File: src/design/t1cmp_pkg.sv
package t1cmp_pkg;

  // ****************************************
  // register addresses on the internal data bus
  // ****************************************
  localparam logic [5:0] ADDR_CMP_D = 6'h2A;
  localparam logic [5:0] ADDR_CMP_C = 6'h2B;
  localparam logic [5:0] ADDR_CMP_B = 6'h2C;
  localparam logic [5:0] ADDR_CMP_A = 6'h2D;
  localparam logic [5:0] ADDR_COUNT = 6'h2E;
  localparam logic [5:0] ADDR_CMP_MODE = 6'h2F;
  localparam logic [5:0] ADDR_WAVE_CTRL = 6'h30;
  localparam logic [5:0] ADDR_FORCE = 6'h31;
  localparam logic [5:0] ADDR_OVR_EN = 6'h32;
  localparam logic [5:0] ADDR_PORT_VAL = 6'h33;
  localparam logic [5:0] ADDR_FLAGS = 6'h38;
  localparam logic [5:0] ADDR_MASK = 6'h39;

  // ****************************************
  // field positions
  // ****************************************
  localparam int IRQ_CMP_D = 7;
  localparam int IRQ_CMP_A = 6;
  localparam int IRQ_CMP_B = 5;
  localparam int IRQ_OVF1 = 2;
  localparam int MODE_A_MSB = 7;
  localparam int WC_PWM = 0;
  localparam int WC_SIX = 1;
  localparam int WC_RUN = 2;
  localparam logic [7:0] FLAG_HW_BITS = 8'hE4;

  // ****************************************
  // reset values and vector addresses
  // ****************************************
  localparam logic [7:0] MASK_RESET = 8'h00;
  localparam logic [7:0] FLAGS_RESET = 8'h00;
  localparam logic [7:0] CMP_RESET = 8'h00;
  localparam logic [7:0] TOP_RESET = 8'hFF;
  localparam logic [7:0] CTRL_RESET = 8'h00;
  localparam logic [7:0] VEC_CMP_D = 8'h10;
  localparam logic [7:0] VEC_CMP_A = 8'h03;
  localparam logic [7:0] VEC_CMP_B = 8'h09;
  localparam logic [7:0] VEC_OVF1 = 8'h04;
  localparam logic [7:0] VEC_NONE = 8'h00;

  // compare output mode encoding
  typedef enum logic [1:0] {
    COM_OFF = 2'b00,
    COM_TOGGLE = 2'b01,
    COM_CLEAR = 2'b10,
    COM_SET = 2'b11
  } t1cmp_com_e;

  // one cpu access on the internal data bus
  typedef struct packed {
    logic we;
    logic re;
    logic [5:0] addr;
    logic [7:0] wdata;
  } t1cmp_io_s;

endpackage

File: src/design/t1cmp_top.sv
`timescale 1ns/100ps

// Overview of operation
// - in non-pwm modes a force strobe acts like a real compare match
// - forced match sets no flag, keeps counter, but updates the waveform per mode
// - a count write blocks every compare match on the next timer tick
// - writing count equal to a compare value loses that match entirely
// - compare registers read back the most recently written buffered value
// - compare output mode fields act at once, without buffering
// - waveform latches keep their level across waveform mode changes
// - nonzero compare output mode replaces the port function of its pins
// - six override enables gate the pins; cleared shows the port value
// - six-output mode: mode zero disconnects pair, else pairs a and b take channel a and enable
// - mask register holds the four timer interrupt enables (bits 7, 6, 5, 2), reset zero
// - a request needs its mask bit, global enable and its event flag
// - compare d, a, b requests go to vectors 010, 003, 009
// - overflow sets its flag and, when enabled, goes to vector 004
// - compare d match sets flag bit 7
// - compare d flag clears on its vector or by writing one, one cycle late
module t1cmp_top
  import t1cmp_pkg::*;
(
  input wire logic ref_clk,
  input wire logic reset_n,
  input wire t1cmp_io_s io_req,
  output logic [7:0] io_rdata,
  input wire logic t1_tick,
  input wire logic gie,
  input wire logic irq_ack,
  output logic irq_req,
  output logic [7:0] irq_vector,
  output logic [5:0] pin_level
);

  // ****************************************
  // register state
  // ****************************************
  logic [7:0] count_reg;
  logic [7:0] count_next;
  logic block_reg;
  logic block_next;
  logic [7:0] cmp_buf_reg [0:3];
  logic [7:0] cmp_act_reg [0:3];
  logic [7:0] cmp_mode_reg;
  logic [7:0] wave_ctrl_reg;
  logic [5:0] ovr_en_reg;
  logic [5:0] port_val_reg;
  logic [7:0] mask_reg;
  logic [7:0] flags_reg;
  logic [7:0] flags_next;
  logic [7:0] clr_pend_reg;
  logic [2:0] wave_reg;
  logic [2:0] wave_next;
  logic [7:0] rdata_next;
  logic [7:0] vector_next;
  logic [5:0] pin_next;

  // ****************************************
  // write decode
  // ****************************************
  wire [5:0] addr = io_req.addr;
  wire [7:0] wdata = io_req.wdata;
  wire wr_count = io_req.we && addr == ADDR_COUNT;
  wire wr_mode = io_req.we && addr == ADDR_CMP_MODE;
  wire wr_ctrl = io_req.we && addr == ADDR_WAVE_CTRL;
  wire wr_force = io_req.we && addr == ADDR_FORCE;
  wire wr_ovr = io_req.we && addr == ADDR_OVR_EN;
  wire wr_port = io_req.we && addr == ADDR_PORT_VAL;
  wire wr_flags = io_req.we && addr == ADDR_FLAGS;
  wire wr_mask = io_req.we && addr == ADDR_MASK;
  wire [3:0] wr_cmp = {io_req.we && addr == ADDR_CMP_D, io_req.we && addr == ADDR_CMP_C,
                       io_req.we && addr == ADDR_CMP_B, io_req.we && addr == ADDR_CMP_A};
  wire pwm = wave_ctrl_reg[WC_PWM];
  wire six = wave_ctrl_reg[WC_SIX];

  // force strobes live only in the write cycle and only outside pwm
  wire [2:0] force_pulse = (wr_force && !pwm) ? wdata[2:0] : 3'h0;

  // ****************************************
  // counter, blocking and matches
  // ****************************************
  wire tick = t1_tick && wave_ctrl_reg[WC_RUN];
  wire at_top = count_reg == cmp_act_reg[2];
  wire ovf_evt = tick && at_top && !wr_count;
  // a pending block swallows the whole next tick's matches
  wire match_ok = tick && !block_reg && !wr_count;
  wire [3:0] match = {match_ok && count_reg == cmp_act_reg[3], match_ok && count_reg == cmp_act_reg[2],
                      match_ok && count_reg == cmp_act_reg[1], match_ok && count_reg == cmp_act_reg[0]};

  // cpu write wins over counting; top wraps to zero
  assign count_next = wr_count ? wdata : (tick ? (at_top ? 8'h00 : count_reg + 8'h01) : count_reg);
  // block set by any count write, held until a tick consumes it
  assign block_next = wr_count ? 1'b1 : (tick ? 1'b0 : block_reg);

  always_ff @(posedge ref_clk or negedge reset_n) begin
    if (!reset_n) begin
      count_reg <= CMP_RESET;
      block_reg <= 1'b0;
    end else begin
      count_reg <= count_next;
      block_reg <= block_next;
    end
  end

  // ****************************************
  // compare value buffers
  // ****************************************
  genvar i;
  generate
    for (i = 0; i < 4; i++) begin : g_cmp
      // buffer takes the write; active copy loads at once or at wrap in pwm
      always_ff @(posedge ref_clk or negedge reset_n) begin
        if (!reset_n) begin
          cmp_buf_reg[i] <= (i == 2) ? TOP_RESET : CMP_RESET;
          cmp_act_reg[i] <= (i == 2) ? TOP_RESET : CMP_RESET;
        end else begin
          if (wr_cmp[i]) begin
            cmp_buf_reg[i] <= wdata;
          end
          if (!pwm || ovf_evt) begin
            cmp_act_reg[i] <= cmp_buf_reg[i];
          end
        end
      end
    end
  endgenerate

  // ****************************************
  // waveform latches, channels a, b, d
  // ****************************************
  genvar k;
  generate
    for (k = 0; k < 3; k++) begin : g_wave
      localparam int MSB = MODE_A_MSB - 2 * k;
      localparam int IDX = (k == 2) ? 3 : k;
      // mode read straight from its register, no shadow copy
      wire [1:0] mode = cmp_mode_reg[MSB -: 2];
      wire hit = match[IDX] || force_pulse[k];
      wire np_val = (mode == COM_TOGGLE) ? !wave_reg[k] : (mode == COM_SET);
      wire pw_hit = (mode == COM_SET);
      // mode change alone never touches the latch
      assign wave_next[k] = (mode == COM_OFF) ? wave_reg[k] :
                            (!pwm ? (hit ? np_val : wave_reg[k]) :
                            (match[IDX] ? pw_hit : (ovf_evt ? !pw_hit : wave_reg[k])));
    end
  endgenerate

  // ****************************************
  // pin override
  // ****************************************
  genvar p;
  generate
    for (p = 0; p < 6; p++) begin : g_pin
      localparam int CH = p / 2;
      wire [1:0] mode = cmp_mode_reg[MODE_A_MSB - 2 * CH -: 2];
      wire six_pair = six && CH < 2;
      // in six-output mode both pins of a and b follow channel a
      wire src = six_pair ? wave_reg[0] : wave_reg[CH];
      wire sig = (six_pair || p % 2 == 0) ? src : !src;
      // nonzero mode and set enable hand the pin to the compare signal
      assign pin_next[p] = (mode != COM_OFF && ovr_en_reg[p]) ? sig : port_val_reg[p];
    end
  endgenerate

  // ****************************************
  // control registers
  // ****************************************
  always_ff @(posedge ref_clk or negedge reset_n) begin
    if (!reset_n) begin
      cmp_mode_reg <= CTRL_RESET;
      wave_ctrl_reg <= CTRL_RESET;
      ovr_en_reg <= 6'h00;
      port_val_reg <= 6'h00;
      mask_reg <= MASK_RESET;
      wave_reg <= 3'h0;
      pin_level <= 6'h00;
    end else begin
      if (wr_mode) cmp_mode_reg <= {wdata[7:2], 2'h0};
      if (wr_ctrl) wave_ctrl_reg <= {5'h00, wdata[2:0]};
      if (wr_ovr) ovr_en_reg <= wdata[5:0];
      if (wr_port) port_val_reg <= wdata[5:0];
      if (wr_mask) mask_reg <= wdata;
      wave_reg <= wave_next;
      pin_level <= pin_next;
    end
  end

  // ****************************************
  // interrupt flags and dispatch
  // ****************************************
  wire [7:0] flag_set = {match[3], match[0], match[1], 2'h0, ovf_evt, 2'h0};
  wire [7:0] ack_clr = !irq_ack ? 8'h00 :
                       (irq_vector == VEC_CMP_D) ? 8'h80 :
                       (irq_vector == VEC_CMP_A) ? 8'h40 :
                       (irq_vector == VEC_CMP_B) ? 8'h20 :
                       (irq_vector == VEC_OVF1) ? 8'h04 : 8'h00;
  // a new event wins over either kind of clear
  assign flags_next = (flags_reg & ~(clr_pend_reg | ack_clr)) | flag_set;
  wire [7:0] pend = flags_reg & mask_reg & FLAG_HW_BITS;
  // lowest vector address first
  assign vector_next = pend[IRQ_CMP_A] ? VEC_CMP_A :
                       pend[IRQ_OVF1] ? VEC_OVF1 :
                       pend[IRQ_CMP_B] ? VEC_CMP_B :
                       pend[IRQ_CMP_D] ? VEC_CMP_D : VEC_NONE;

  always_ff @(posedge ref_clk or negedge reset_n) begin
    if (!reset_n) begin
      flags_reg <= FLAGS_RESET;
      clr_pend_reg <= 8'h00;
      irq_req <= 1'b0;
      irq_vector <= VEC_NONE;
    end else begin
      flags_reg <= flags_next;
      clr_pend_reg <= wr_flags ? (wdata & FLAG_HW_BITS) : 8'h00;
      irq_req <= gie && (pend != 8'h00);
      irq_vector <= gie ? vector_next : VEC_NONE;
    end
  end

  // ****************************************
  // read path
  // ****************************************
  assign rdata_next = !io_req.re ? 8'h00 :
                      (addr == ADDR_CMP_A) ? cmp_buf_reg[0] :
                      (addr == ADDR_CMP_B) ? cmp_buf_reg[1] :
                      (addr == ADDR_CMP_C) ? cmp_buf_reg[2] :
                      (addr == ADDR_CMP_D) ? cmp_buf_reg[3] :
                      (addr == ADDR_COUNT) ? count_reg :
                      (addr == ADDR_CMP_MODE) ? cmp_mode_reg :
                      (addr == ADDR_WAVE_CTRL) ? wave_ctrl_reg :
                      (addr == ADDR_OVR_EN) ? {2'h0, ovr_en_reg} :
                      (addr == ADDR_PORT_VAL) ? {2'h0, port_val_reg} :
                      (addr == ADDR_FLAGS) ? flags_reg :
                      (addr == ADDR_MASK) ? mask_reg : 8'h00;

  always_ff @(posedge ref_clk or negedge reset_n) begin
    if (!reset_n) begin
      io_rdata <= 8'h00;
    end else begin
      io_rdata <= rdata_next;
    end
  end
endmodule

File: config.mk
export PLATFORM = sky130hd
export DESIGN_NAME = t1cmp_top
export DESIGN_NICKNAME = d
export VERILOG_FILES = /design/src/design/t1cmp_pkg.sv /design/src/design/t1cmp_top.sv
export SDC_FILE = /design/constraint.sdc
export NUM_CORES = 1
export LEC_CHECK = 0
export ABC_CLOCK_PERIOD_IN_PS = 2380
export BUFFER_PORTS_ARGS = -buffer_cell sky130_fd_sc_hd__clkbuf_2
export CAP_MARGIN = 20
export CORE_MARGIN = 2
export CORE_UTILIZATION = 29
export DETAILED_ROUTE_END_ITERATION = 12
export PLACE_DENSITY = 0.48
export SYNTH_ARGS = -nofsm -noshare
export SYNTH_HDL_FRONTEND = slang
export SYNTH_SLANG_ARGS = --single-unit
File: constraint.sdc
create_clock -name ref_clk -period 2.38 [get_ports ref_clk]
set_input_delay 0.238 -clock ref_clk [delete_from_list [all_inputs] [get_ports ref_clk]]
set_output_delay 0.238 -clock ref_clk [all_outputs]
set_load 0.03 [all_outputs]
==> impl_metrics.py <==
metrics = {
    "run_status": {
        "status": "finished, final reports clean",
    },
    "critical_path": {
        "worstPathArrival_ns": 2.48,
        "worstRegToRegCells": 6,
        "critPathLaunchType": "flip-flop",
        "path_class": "flip-flop to flip-flop",
        "reg2reg_to": "wave_reg[2]",
        "cp_slowest_stage_delay_ns": 0.64,
        "crit_path_cell_trace": "buf_4 -> xor2_1 -> nor4_1 -> nand3_1 -> a311o_1 -> o211a_1",
        "critPathRequiredTime_ns": 2.69,
        "crit_slowest_cell": "nor4_1",
        "r2r-start": "count_reg[3]",
        "cp_max_fo": 8,
        "cp-end-kind": "flip-flop",
        "regToRegSetupSlack_ns": 0.21,
    },
    "clocking": {
        "cts_made_buffers": 17,
        "clock_path_buffers": 2,
        "cts_tree": "done",
        "cts-hold-fix-buffers": 1,
        "ctsResizeCount": 0,
        "clk-insertion-delay-late_ns": 0.43,
        "cts.sinks": 133,
        "cts_max_level": 4,
        "clockRootBuffer": "clkbuf_16",
        "post_cts_buffers": 0,
        "clkTransAtPathRegs_ns": 0.06,
    },
    "routing": {
        "drtIter0Drc": 486,
        "ant_nets": 0,
        "route.detailed.drc": 0,
        "wire_per_inst_um": 21.9,
        "finalWirelength_mm": 20.5,
        "first_pass_iters": 5,
        "vias_per_cell": 5.33,
        "vias": 4982,
    },
    "sta": {
        "setup_violations": 0,
        "fin_crit_sh_pct": 91.2,
        "hold_violations": 0,
        "clock_skew_ns": 0.0112,
        "rsz0062_at_grt": "no",
        "finalSetupTns_ns": 0,
        "setup_ws_ns": 0.210,
        "worst_pin_slew_ns": 0.729,
        "whs_ns": 0.0831,
        "drv_slew": 0,
        "final.min_clock_period_ns": 2.17,
        "fmax_mhz": 461,
        "maxSlewHeadroom_pct": 51.0,
    },
    "die": {
        "dieArea_um2": 24200,
        "start_util_pct": 29.5,
        "core-area_um2": 22600,
        "io_pins": 44,
        "rows": 55,
        "die_w_um": 155,
        "die_h_um": 155,
    },
    "hold_path": {
        "holdPathEnd": "irq_vector[1]",
        "min_path_type": "input pin to flip-flop",
        "hold_start": "gie",
        "hold_depth": 3,
    },
    "global_routing": {
        "grt_first_pass_wirelength_mm": 31.7,
        "overflow": 0,
        "grt_start_max_net_pins": 56,
        "grtUsageTotal_pct": 17.6,
        "grt_pass1_vias": 5065,
        "antenna_found_initial": 0,
    },
    "placed_design": {
        "place_ws_ns": 0.247,
        "place.gp.congestion": 0.887,
        "hpwl_mm": 14.7,
        "portBuffers": 40,
    },
    "pwr": {
        "power_leakage_nw": 3.66,
        "power_density_nw_per_um2": 871,
        "finalPower_mw": 6.89,
        "max-vdd-ir-drop_v": 0.000432,
    },
    "synthesis": {
        "ys_seq_elements": 133,
        "syn-cell-area_um2": 6650,
        "synthesis.instances": 583,
        "ys_warn_count": 0,
        "async_flop_share_pct": 100,
        "synth-main-ff-cell": "dfrtp_1",
        "synth_edf_count": 0,
        "ys_types": 62,
        "avgSynthCellArea_um2": 11.4,
        "seq_area_frac_synth_pct": 50.3,
        "synth_top_area_cell": "dfrtp_1",
        "netlist_top_cells_area": "dfrtp_1 (44%), mux2_2 (11%), dfstp_2 (6.3%)",
        "synth_top_area_share_pct": 44.0,
    },
    "finish": {
        "final_nets": 658,
        "antenna_cells": 0,
        "area_growth_pct": 18.9,
        "drive_above_1_share_pct": 30.7,
    },
    "job": {
        "max_cap_violations": 0,
    },
}
==> worst max-delay path by stage <==
stage | from | endpoint | slack (ns)
floorplan | count_reg[1] | cmp_act_reg[0] | 0.15
global placement | count_reg[2] | wave_reg[2] | 0.22
detailed placement | count_reg[7] | cmp_act_reg[0] | 0.25
CTS | count_reg[7] | cmp_act_reg[0] | 0.24
global route | count_reg[5] | wave_reg[0] | 0.11
finish | count_reg[3] | wave_reg[2] | 0.21
==> layout by cell type (no fill, tap or decap), types with 3 or more instances in the layout <==
cell          n
a21oi_1      23
a221oi_1      4
a222oi_1      3
a22oi_1       6
a31oi_1       8
and2_1        7
and3_1       10
buf_12        3
buf_4        30
clkbuf_16    17
clkbuf_2     39
clkinv_4      3
clkinvlp_4    5
conb_1        3
dfrtp_1     117
dfstp_2      16
mux2_1       30
mux2_2       66
mux2i_1       8
nand2_1      41
nand2b_1      5
nand3_1      22
nand3b_1     11
nand4_1       8
nand4b_1      4
nor2_1       24
nor2b_1       6
nor3_1        4
nor3b_1       6
nor4_1        6
o21ai_0      27
o221a_2       3
o31ai_1       3
xor2_1       33
==> kinds of logic after synthesis <==
| kind of cell | after synthesis | synth area share [%] |
|---|---|---|
| simple gates | 164 | 13.8 |
| compound gates | 103 | 10.7 |
| flops | 133 | 50.3 |
| fa+ha+maj | 1 | 0.188 |
| xor+xnor | 33 | 4.34 |
| buf+inv | 44 | 3.14 |
| other cells | 1 | 0.0564 |
| mux | 104 | 17.5 |
==> routing by layer <==
metal / vias up / part of all wire, % / GRT usage (%)
li1: 2237 / - / -
met1: 2534 / 47 / 24.7
met2: 189 / 46 / 28.0
met3: 22 / 5.5 / 3.51
met4: 0 / 1.4 / 4.67
met5: - / 0 / 0
==> where the power goes <==
part           internal [mW]  switching, mW
clock network           1.57           1.05
registers               2.62          0.333
logic                  0.561          0.745
==> through the flow <==
stage               util (%)  instance area (um2)  cells
finish                  35.0                 7910    934
global route            35.0                 7910    934
CTS                     35.0                 7910    934
detailed placement      32.4                 7310    901
global placement        32.4                 7310    901
floorplan                  -                 6660    585
==> synth_stat cells, types with 3 or more instances <==
| master | count |
|---|---|
| mux2_1 | 30 |
| dfrtp_1 | 117 |
| buf_6 | 3 |
| buf_1 | 7 |
| a222oi_1 | 3 |
| mux2_2 | 66 |
| xor2_1 | 33 |
| mux2i_1 | 8 |
| a21oi_1 | 23 |
| nand3_1 | 22 |
| nor3_1 | 4 |
| buf_4 | 3 |
| and2_1 | 7 |
| a221oi_1 | 4 |
| nor2_1 | 24 |
| nor3b_1 | 6 |
| nor2b_1 | 6 |
| a22oi_1 | 6 |
| nand2_1 | 41 |
| nand4b_1 | 4 |
| nor4_1 | 6 |
| buf_2 | 8 |
| and3_1 | 10 |
| nand3b_1 | 11 |
| a31oi_1 | 8 |
| o31ai_1 | 3 |
| o221a_2 | 3 |
| nand2b_1 | 5 |
| clkbuf_1 | 21 |
| o21ai_0 | 27 |
| dfstp_2 | 16 |
| nand4_1 | 8 |
==> worst max-delay path, delay by kind of cell, from the launching register on <==
family | cells | cell delay [ns]
AOI/OAI and AO/OA | 2 | 0.48
DFF | 1 | 0.38
buffers and inverters | 1 | 0.18
xor gates and xnor gates | 1 | 0.16
and+or+nand+nor | 2 | 0.85
==> area by class of cell <==
cell class,instances,area (um2)
clock buffer,18,439
fill,2276,14700
tap,285,357
multi-input combinational,408,3100
sequential,133,3350
inverter,2,7.51
timing repair buffer,74,502
clock inverter,14,151
(Power assumes the default switching activity.)
